==> src/icsp_regs.vh <==
// Constants for the two-wire control slave port
`ifndef ICSP_REGS_VH
`define ICSP_REGS_VH
`define ICSP_ADDR_UPPER    5'h13
`define ICSP_BIT_CNT_LAST  3'h7
`define ICSP_BIT_CNT_INIT  3'h0
`define ICSP_PTR_RESET     8'h00
`define ICSP_BYTE_RESET    8'h00
`define ICSP_ST_IDLE       3'h0
`define ICSP_ST_ADDR       3'h1
`define ICSP_ST_ACK_ADDR   3'h2
`define ICSP_ST_WRITE      3'h3
`define ICSP_ST_ACK_WRITE  3'h4
`define ICSP_ST_READ       3'h5
`define ICSP_ST_ACK_READ   3'h6
`endif

==> src/icsp_slave.v <==
// Two-wire control slave port: address match, pointer and sequential register access
`include "icsp_regs.vh"
`default_nettype none
module icsp_slave (
    // Clock and reset
    input  wire       sys_clk_in,
    input  wire       rst_in,
    // Mode and straps
    input  wire       select_pin_in,
    input  wire       shutdown_in,
    input  wire       address_strap_bit0_pin_in,
    input  wire       address_strap_bit1_pin_in,
    // Bus lines
    input  wire       serial_clock_pin_in,
    input  wire       sda_in,
    output reg        sda_out,
    output reg        sda_oe_out,
    output reg        scl_out,
    output reg        scl_oe_out,
    // Register file side
    input  wire [7:0] reg_rdata_in,
    output reg  [7:0] reg_addr_out,
    output reg  [7:0] reg_wdata_out,
    output reg        reg_wr_out,
    output reg        reg_rd_out
);
    reg  [1:0] scl_sync_reg;
    reg  [1:0] sda_sync_reg;
    reg  [1:0] sel_sync_reg;
    reg  [1:0] sd_sync_reg;
    reg  [1:0] a0_sync_reg;
    reg  [1:0] a1_sync_reg;
    reg        scl_d_reg;
    reg        sda_d_reg;
    reg  [2:0] state_reg;
    reg  [2:0] bit_cnt_reg;
    reg  [7:0] shift_reg;
    reg  [7:0] ptr_reg;
    reg  [7:0] tx_reg;
    reg        ptr_loaded_reg;
    reg        is_read_reg;
    reg        active_reg;
    wire       scl_s;
    wire       sda_s;
    wire       scl_rise;
    wire       scl_fall;
    wire       start_det;
    wire       stop_det;
    wire       enabled;
    wire [7:0] rx_byte;

    assign scl_s     = scl_sync_reg[1];
    assign sda_s     = sda_sync_reg[1];
    assign scl_rise  = scl_s & ~scl_d_reg;
    assign scl_fall  = ~scl_s & scl_d_reg;
    assign start_det = scl_s & scl_d_reg & sda_d_reg & ~sda_s;
    assign stop_det  = scl_s & scl_d_reg & ~sda_d_reg & sda_s;
    assign enabled   = ~sel_sync_reg[1] & ~sd_sync_reg[1];
    assign rx_byte   = {shift_reg[6:0], sda_s};

    // Input synchronisers
    always @(posedge sys_clk_in)
    begin
        if (rst_in)
        begin
            scl_sync_reg <= 2'h3;
            sda_sync_reg <= 2'h3;
            sel_sync_reg <= 2'h3;
            sd_sync_reg  <= 2'h3;
            a0_sync_reg  <= 2'h0;
            a1_sync_reg  <= 2'h0;
            scl_d_reg    <= 1'h1;
            sda_d_reg    <= 1'h1;
        end
        else
        begin
            scl_sync_reg <= {scl_sync_reg[0], serial_clock_pin_in};
            sda_sync_reg <= {sda_sync_reg[0], sda_in};
            sel_sync_reg <= {sel_sync_reg[0], select_pin_in};
            sd_sync_reg  <= {sd_sync_reg[0], shutdown_in};
            a0_sync_reg  <= {a0_sync_reg[0], address_strap_bit0_pin_in};
            a1_sync_reg  <= {a1_sync_reg[0], address_strap_bit1_pin_in};
            scl_d_reg    <= scl_s;
            sda_d_reg    <= sda_s;
        end
    end

    // Protocol engine
    always @(posedge sys_clk_in)
    begin
        reg_wr_out <= 1'h0;
        reg_rd_out <= 1'h0;
        scl_out    <= 1'h0;
        scl_oe_out <= 1'h0;
        sda_out    <= 1'h0;
        if (rst_in || !enabled)
        begin
            state_reg      <= `ICSP_ST_IDLE;
            bit_cnt_reg    <= `ICSP_BIT_CNT_INIT;
            shift_reg      <= `ICSP_BYTE_RESET;
            ptr_reg        <= `ICSP_PTR_RESET;
            tx_reg         <= `ICSP_BYTE_RESET;
            ptr_loaded_reg <= 1'h0;
            is_read_reg    <= 1'h0;
            active_reg     <= 1'h0;
            sda_oe_out     <= 1'h0;
            reg_addr_out   <= `ICSP_PTR_RESET;
            reg_wdata_out  <= `ICSP_BYTE_RESET;
        end
        else if (start_det)
        begin
            state_reg   <= `ICSP_ST_ADDR;
            bit_cnt_reg <= `ICSP_BIT_CNT_INIT;
            sda_oe_out  <= 1'h0;
            active_reg  <= 1'h0;
        end
        else if (stop_det)
        begin
            state_reg  <= `ICSP_ST_IDLE;
            sda_oe_out <= 1'h0;
            active_reg <= 1'h0;
        end
        else
        begin
            case (state_reg)
                `ICSP_ST_ADDR, `ICSP_ST_WRITE:
                begin
                    if (scl_rise)
                    begin
                        shift_reg   <= rx_byte;
                        bit_cnt_reg <= bit_cnt_reg + 3'h1;
                    end
                    else if (scl_fall && bit_cnt_reg == `ICSP_BIT_CNT_INIT && active_reg)
                    begin
                        // Full byte received; value sits in shift_reg
                        active_reg <= 1'h0;
                        if (state_reg == `ICSP_ST_ADDR)
                        begin
                            if (shift_reg[7:1] == {`ICSP_ADDR_UPPER, a1_sync_reg[1], a0_sync_reg[1]})
                            begin
                                is_read_reg <= shift_reg[0];
                                sda_oe_out  <= 1'h1;
                                state_reg   <= `ICSP_ST_ACK_ADDR;
                                if (shift_reg[0])
                                begin
                                    tx_reg     <= reg_rdata_in;
                                    reg_rd_out <= 1'h1;
                                end
                            end
                            else
                                state_reg <= `ICSP_ST_IDLE;
                        end
                        else
                        begin
                            sda_oe_out <= 1'h1;
                            state_reg  <= `ICSP_ST_ACK_WRITE;
                            if (!ptr_loaded_reg)
                            begin
                                ptr_reg        <= shift_reg;
                                reg_addr_out   <= shift_reg;
                                ptr_loaded_reg <= 1'h1;
                            end
                            else
                            begin
                                reg_wdata_out <= shift_reg;
                                reg_addr_out  <= ptr_reg;
                                reg_wr_out    <= 1'h1;
                                ptr_reg       <= ptr_reg + 8'h01;
                            end
                        end
                    end
                    else if (scl_rise == 1'h0 && scl_s && bit_cnt_reg == `ICSP_BIT_CNT_LAST)
                        active_reg <= 1'h1;
                end
                `ICSP_ST_ACK_ADDR, `ICSP_ST_ACK_WRITE:
                begin
                    if (scl_fall) // ack ends after its clock: released, or first read bit driven
                    begin
                        bit_cnt_reg <= `ICSP_BIT_CNT_INIT;
                        if (state_reg == `ICSP_ST_ACK_ADDR && is_read_reg)
                        begin
                            state_reg  <= `ICSP_ST_READ;
                            sda_oe_out <= ~tx_reg[7];
                            tx_reg     <= {tx_reg[6:0], 1'h0};
                            ptr_reg    <= ptr_reg + 8'h01;
                        end
                        else
                        begin
                            state_reg  <= `ICSP_ST_WRITE;
                            sda_oe_out <= 1'h0;
                            if (state_reg == `ICSP_ST_ACK_ADDR)
                                ptr_loaded_reg <= 1'h0;
                        end
                    end
                end
                `ICSP_ST_READ:
                begin
                    if (scl_fall)
                    begin
                        bit_cnt_reg <= bit_cnt_reg + 3'h1;
                        if (bit_cnt_reg == `ICSP_BIT_CNT_LAST)
                        begin
                            sda_oe_out <= 1'h0;
                            state_reg  <= `ICSP_ST_ACK_READ;
                        end
                        else
                        begin
                            sda_oe_out <= ~tx_reg[7];
                            tx_reg     <= {tx_reg[6:0], 1'h0};
                        end
                    end
                end
                `ICSP_ST_ACK_READ:
                begin
                    if (scl_rise)
                    begin
                        if (sda_s)
                            state_reg <= `ICSP_ST_IDLE;
                        else
                        begin
                            reg_addr_out <= ptr_reg;
                            reg_rd_out   <= 1'h1;
                            active_reg   <= 1'h1;
                        end
                    end
                    else if (scl_fall && active_reg)
                    begin
                        active_reg  <= 1'h0;
                        state_reg   <= `ICSP_ST_READ;
                        bit_cnt_reg <= `ICSP_BIT_CNT_INIT;
                        sda_oe_out  <= ~reg_rdata_in[7];
                        tx_reg      <= {reg_rdata_in[6:0], 1'h0};
                        ptr_reg     <= ptr_reg + 8'h01;
                    end
                end
                default:
                begin
                    sda_oe_out <= 1'h0;
                end
            endcase
        end
    end
endmodule
`default_nettype wire

==> config.mk <==
export PLATFORM = sky130hd
export DESIGN_NAME = icsp_slave
export DESIGN_NICKNAME = d
export VERILOG_FILES = /design/src/icsp_slave.v
export VERILOG_INCLUDE_DIRS = /design/src
export SDC_FILE = /design/constraint.sdc
export NUM_CORES = 1
export LEC_CHECK = 0
export BUFFER_PORTS_ARGS = -buffer_cell sky130_fd_sc_hd__buf_2
export CAP_MARGIN = 20
export CORE_MARGIN = 5
export CORE_UTILIZATION = 55
export DETAILED_ROUTE_END_ITERATION = 7
export PLACE_DENSITY_LB_ADDON = 0.05
export SLEW_MARGIN = 40
export SYNTH_ARGS = -nofsm -noshare
export SYNTH_HDL_FRONTEND = slang
export SYNTH_SLANG_ARGS = --single-unit
==> constraint.sdc <==
create_clock -name sys_clk_in -period 4.3 [get_ports sys_clk_in]
set_input_delay 0.215 -clock sys_clk_in [delete_from_list [all_inputs] [get_ports sys_clk_in]]
set_output_delay 0.215 -clock sys_clk_in [all_outputs]
set_load 0.02 [all_outputs]
==> results.sh, run 1 <==
export IMPL_hold_path_class="in -> reg"
export IMPL_dp_hpwl_mm=6.00
export IMPL_clockBufferDepth=2
export IMPL_p_leak_nw=1.40
export IMPL_gp_congestion=0.901
export IMPL_arrival_ns=2.99
export IMPL_cts_resized_gates=0
export IMPL_synth_cells=420
export IMPL_clock_fmax_mhz=368
export IMPL_die_w_um=90.9
export IMPL_fin_nets=456
export IMPL_rows=29
export IMPL_place_ws_ns=1.64
export IMPL_min_period_ns=2.72
export IMPL_routed_via_count=3216
export IMPL_cts_buffers=9
export IMPL_drt_wl_total_mm=8.59
export IMPL_grt_pass1_wl_mm=14.3
export IMPL_max_stage_delay_ns=0.79
export IMPL_cts_setup_buffers=0
export IMPL_drive_gt1_frac=0.195
export IMPL_routedWlPerCell_um=16.6
export IMPL_slew_limit_headroom=0.521
export IMPL_remaining_drc_errors=0
export IMPL_synth_top_flop_cell="dfxtp_1"
export IMPL_setup_violations=0
export IMPL_start_util=0.567
export IMPL_grt_overflow=0
export IMPL_grt_use_met3=0.0550
export IMPL_clk_latency_ns=0.35
export IMPL_cts_root_buf="clkbuf_8"
export IMPL_fin_crit_sh=0.632
export IMPL_ys_seq_area_frac=0.367
export IMPL_r2r_cells=6
export IMPL_end_kind="flop"
export IMPL_rsz0062_at_grt="false"
export IMPL_core_sq_mm=0.00635
export IMPL_synth_edf_count=0
export IMPL_io_buffers=34
export IMPL_timing_hold_worst_start="shutdown_in"
export IMPL_path_cells="buf_4 -> nand2b_1 -> nor2_1 -> a2111oi_2 -> and3_1 -> mux2i_1"
export IMPL_die_area_sq_mm=0.00826
export IMPL_grt_max_degree=36
export IMPL_routed_via_density=6.21
export IMPL_top_usage_layer="met2"
export IMPL_critPathSlowestCell="dfxtp_1"
export IMPL_grt_pass1_vias=2932
export IMPL_clkTransAtPathRegs_ns=0.08
export IMPL_htreeDepth=3
export IMPL_ys_types=70
export IMPL_cts_hold_buf=0
export IMPL_syn_area_per_cell_sq_um=8.56
export IMPL_tightestPinTransition_ns=0.717
export IMPL_timing_rr_start="state_reg[1]"
export IMPL_syn_area_sq_mm=0.00360
export IMPL_r2r_end="tx_reg[0]"
export IMPL_track_usage=0.210
export IMPL_hold_depth=2
export IMPL_n_fill_cell=553
export IMPL_status="complete, no violations"
export IMPL_ios=38
export IMPL_clock_sinks=66
export IMPL_ant_nets=0
export IMPL_skew_ns=0.0127
export IMPL_yosysWarnings=0
export IMPL_met2_usage=0.316
export IMPL_grt_use_met1=0.294
export IMPL_peakVddDrop_uv=312
export IMPL_cts_tree="yes"
export IMPL_r2r_slack_ns=1.58
export IMPL_yosys_register_bits=66
export IMPL_crit_fanout=22
export IMPL_drv_cap=0
export IMPL_hold_viol=0
export IMPL_area_delta_synth_final_pct=8.49
export IMPL_antenna_found_initial=0
export IMPL_min_delay_worst_endpoint="sd_sync_reg[0]"
export IMPL_finalMaxSlewViolations=0
export IMPL_dieHeight_um=90.9
export IMPL_crit_required_ns=4.57
export IMPL_path_class="reg -> reg"
export IMPL_setup_tns_ns=0
export IMPL_drtIter0Drc=394
export IMPL_worst_slack_ns=1.58
export IMPL_p_per_area_mw_per_mm2=315
export IMPL_synth_async_reset_ratio=0
export IMPL_start_kind="flop"
export IMPL_dr_pass1_iters=6
export IMPL_antennaDiodeCount=0
-- Yosys cell counts, drive strengths merged (2+ instances only) --
cell | n | area [sq um]
a211oi | 12 | 95.1
a21o | 9 | 67.6
a21oi | 30 | 165
a31o | 2 | 17.5
a31oi | 7 | 43.8
a32o | 2 | 20.0
a41oi | 2 | 17.5
and3 | 3 | 18.8
and3b | 2 | 21.3
and4bb | 2 | 25.0
buf | 25 | 184
clkbuf | 10 | 37.5
dfxtp | 66 | 1320
ha | 4 | 50.1
inv | 5 | 18.8
mux2i | 30 | 300
nand2 | 45 | 169
nand2b | 7 | 43.8
nand3 | 18 | 95.1
nand3b | 3 | 22.5
nand4 | 4 | 25.0
nand4b | 2 | 17.5
nor2 | 36 | 156
nor2b | 8 | 57.6
nor3 | 15 | 80.1
nor4 | 3 | 18.8
o211ai | 2 | 15.0
o21ai | 6 | 30.0
o221ai | 2 | 17.5
o22ai | 8 | 50.1
o31ai | 3 | 22.5
o32ai | 2 | 17.5
or2 | 12 | 75.1
or3 | 8 | 50.1
xnor2 | 4 | 35.0
-- worst max-delay path by stage --
stage / end / startpoint / slack [ns]
5_1_grt: tx_reg[1] / state_reg[1] / 1.43
2_1_floorplan: tx_reg[1] / bit_cnt_reg[0] / 2.48
4_1_cts: tx_reg[5] / state_reg[1] / 1.63
6_report: tx_reg[0] / state_reg[1] / 1.58
3_3_place_gp: tx_reg[7] / state_reg[1] / 1.80
3_5_place_dp: tx_reg[5] / state_reg[1] / 1.64
-- layout make-up --
type	instances	area [sq um]	area share
multi-input cells	316	2050	0.525
inverters	5	18.8	0.00481
repair buffers	38	200	0.0513
well taps	77	96.3	0.0247
flip-flops and latches	66	1320	0.339
clock inverters	6	90.1	0.0231
clock buffers	10	128	0.0327
-- where the power goes --
| part | total (mW) | switching [mW] | internal [mW] |
|---|---|---|---|
| combinational | 0.0347 | 0.0197 | 0.0150 |
| sequential | 0.621 | 0.00471 | 0.617 |
| clock | 0.574 | 0.246 | 0.329 |
| total | 1.23 | 0.270 | 0.960 |
-- placed cells by master, fill, tap and decap left out, types with 9 or more instances in the layout --
cell / Yosys / layout
a21oi_1: 28 / 28
nor2_1: 33 / 33
mux2i_1: 30 / 30
or2_2: 11 / 11
clkbuf_8: 0 / 9
dfxtp_1: 66 / 66
a21o_1: 9 / 9
nand2_1: 45 / 45
nand3_1: 17 / 17
buf_2: 9 / 34
a211oi_1: 11 / 11
nor3_1: 14 / 13
-- worst max-delay path: cells and delay by family (launching register included) --
kind	cells	cell delay, ns
flip-flops	1	0.79
buffers and inverters	1	0.35
AO/OA/AOI/OAI	1	0.28
multiplexers	1	0.24
AND/OR/NAND/NOR	3	0.98
-- kinds of logic (layout without fill, tap and decap cells) --
| logic type | Yosys count | count (layout) | synth area share |
|---|---|---|---|
| flops | 66 | 66 | 0.367 |
| buf+inv | 40 | 59 | 0.0668 |
| other cells | 1 | 3 | 0.00104 |
| mux | 31 | 31 | 0.0866 |
| simple gates | 173 | 173 | 0.254 |
| fa+ha+maj | 4 | 4 | 0.0139 |
| compound gates | 101 | 101 | 0.200 |
| xor+xnor | 4 | 4 | 0.00974 |
-- layer usage --
layer  vias up  routed length (um)
met5         -                   0
met1      1486                3850
met4         0                 139
li1       1558                   -
met2       153                3870
met3        19                 726
-- stage by stage --
stage                     hold slack, ns  power, mW  cell area [sq um]  std cells   util
after global placement             0.391      0.669               3680        502  0.580
after floorplan                    0.287      0.660               3600        422      -
final                             0.0492       1.23               3900        518  0.615
after CTS                         0.0360       1.24               3900        518  0.615
after detailed placement           0.396      0.669               3680        502  0.580
after global routing              0.0356       1.28               3900        518  0.615
Note: power is estimated with default switching activity, not from simulation.
==> run 2: changes to the inputs <==
clock period = 2.7 ns   (was 4.3 ns; I/O delays follow)
==> run 2 against run 1 <==
  * Critical path depth decreased by 1
  * Core utilization increased by 1.9 points
  * Maximum frequency increased by 17%
  * Global-route usage increased by 0.47 points
  * Non-clock buffer count increased by 11
  * Clock power increased by 81%
  * Clock skew about the same
  * Largest cell class unchanged
  * Highest routed layer unchanged
==> results.sh, run 2 (synthesis gave the netlist of run 1 again) <==
export IMPL_clk_latency_ns=0.35
export IMPL_die_w_um=90.9
export IMPL_n_fill_cell=546
export IMPL_tightestPinTransition_ns=0.708
export IMPL_cts_tree="yes"
export IMPL_whs_ns=0.0600
export IMPL_min_delay_worst_endpoint="tx_reg[0]"
export IMPL_dp_hpwl_mm=6.13
export IMPL_start_util=0.567
export IMPL_antennaDiodeCount=0
export IMPL_track_usage=0.214
export IMPL_setup_tns_ns=0
export IMPL_met1Wirelength_mm=4.29
export IMPL_crit_fanout=18
export IMPL_antenna_found_initial=0
export IMPL_grt_pass1_vias=2949
export IMPL_crit_required_ns=2.98
export IMPL_rows=29
export IMPL_io_buffers=34
export IMPL_htreeDepth=3
export IMPL_end_kind="flop"
export IMPL_layout_common_cells="dfxtp_1 (66), nand2_1 (45), buf_2 (34), nor2_1 (33), mux2i_1 (30)"
export IMPL_fin_nets=467
export IMPL_p_per_area_mw_per_mm2=521
export IMPL_hold_viol=0
export IMPL_dr_wl_met2_mm=3.97
export IMPL_dr_wl_met3_um=433
export IMPL_cts_buffers=9
export IMPL_arrival_ns=2.60
export IMPL_skew_ns=0.0130
export IMPL_routed_via_count=3177
export IMPL_remaining_drc_errors=0
export IMPL_layout_commonest_cell="dfxtp_1"
export IMPL_path_class="reg -> reg"
export IMPL_r2r_slack_ns=0.38
export IMPL_fin_crit_sh=0.859
export IMPL_ant_nets=0
export IMPL_clock_sinks=66
export IMPL_p_leak_nw=1.46
export IMPL_rsz0062_at_grt="false"
export IMPL_grt_overflow=0
export IMPL_drv_cap=0
export IMPL_gp_congestion=0.929
export IMPL_core_sq_mm=0.00635
export IMPL_drive_gt1_frac=0.201
export IMPL_min_period_ns=2.32
export IMPL_cts_root_buf="clkbuf_8"
export IMPL_area_delta_synth_final_pct=11.8
export IMPL_dr_pass1_iters=5
export IMPL_highest_layer="met4"
export IMPL_clock_fmax_mhz=431
export IMPL_timing_hold_worst_start="reg_rdata_in[0]"
export IMPL_drtIter0Drc=356
export IMPL_routed_via_density=6.01
export IMPL_ios=38
export IMPL_cts_resized_gates=0
export IMPL_clockBufferDepth=2
export IMPL_setup_violations=0
export IMPL_status="complete, no violations"
export IMPL_routedWlPerCell_um=16.8
export IMPL_finalMaxSlewViolations=0
export IMPL_drt_wl_total_mm=8.88
export IMPL_clkTransAtPathRegs_ns=0.07
export IMPL_peakVddDrop_uv=553
export IMPL_timing_rr_start="state_reg[1]"
export IMPL_hold_path_class="in -> reg"
export IMPL_grt_pass1_wl_mm=14.7
export IMPL_r2r_cells=5
export IMPL_grt_max_degree=22
export IMPL_dieHeight_um=90.9
export IMPL_die_area_sq_mm=0.00826
export IMPL_start_kind="flop"
export IMPL_slew_limit_headroom=0.528
export IMPL_hold_depth=3
export IMPL_r2r_end="tx_reg[3]"
[run 2: worst max-delay path by stage]
stage | from | endpoint | slack, ns | cells past startpoint
after global routing | state_reg[1] | tx_reg[4] | 0.20 | 5
final | state_reg[1] | tx_reg[3] | 0.38 | 5
after CTS | state_reg[1] | tx_reg[3] | 0.38 | 5
after detailed placement | state_reg[1] | tx_reg[3] | 0.40 | 5
after global placement | state_reg[1] | tx_reg[4] | 0.45 | 5
after floorplan | bit_cnt_reg[0] | tx_reg[1] | 0.88 | 8
[run 2: what timing repair did]
action | in CTS | in global routing
hold buffers | 6 | 0
setup buffers | 0 | 0
setup endpoints to repair | 0 | 0
hold endpoints to repair | 6 | 0
[run 2: area by class of cell]
class / instances / area, sq um / share of cell area
tap: 77 / 96.3 / 0.0240
inverter: 5 / 18.8 / 0.00467
multi-input combinational: 316 / 2050 / 0.509
clock inverter: 6 / 113 / 0.0280
clock buffer: 10 / 128 / 0.0317
timing repair buffer: 49 / 298 / 0.0740
sequential: 66 / 1320 / 0.328
[run 2: stage by stage]
step                cell area, sq um  worst slack, ns  std cells  total power, mW   util
finish                          4020            0.380        529             2.10  0.633
global route                    4020            0.201        529             2.16  0.633
CTS                             4020            0.383        529             2.10  0.633
detailed placement              3720            0.402        507             1.07  0.586
global placement                3720            0.452        507             1.07  0.586
floorplan                       3600            0.884        422             1.05      -
[run 2: worst max-delay path, stage by stage, from the launching register on]
cell and delay, ns:
dfxtp_1 0.66, nand2b_1 0.40, nor2_1 0.14, a2111oi_2 0.29, and3_1 0.51, mux2i_1 0.24
[run 2: report_power, final]
part / total, mW / switching, mW / internal [mW]
Clock: 1.04 / 0.424 / 0.619
Combinational: 0.0631 / 0.0329 / 0.0302
Sequential: 0.989 / 0.00755 / 0.982
[run 2: metal layers]
layer  GRT usage  up-vias
met5           0        -
met4      0.0868        0
met3      0.0475       20
met2       0.308      111
met1       0.307     1470
li1            -     1576
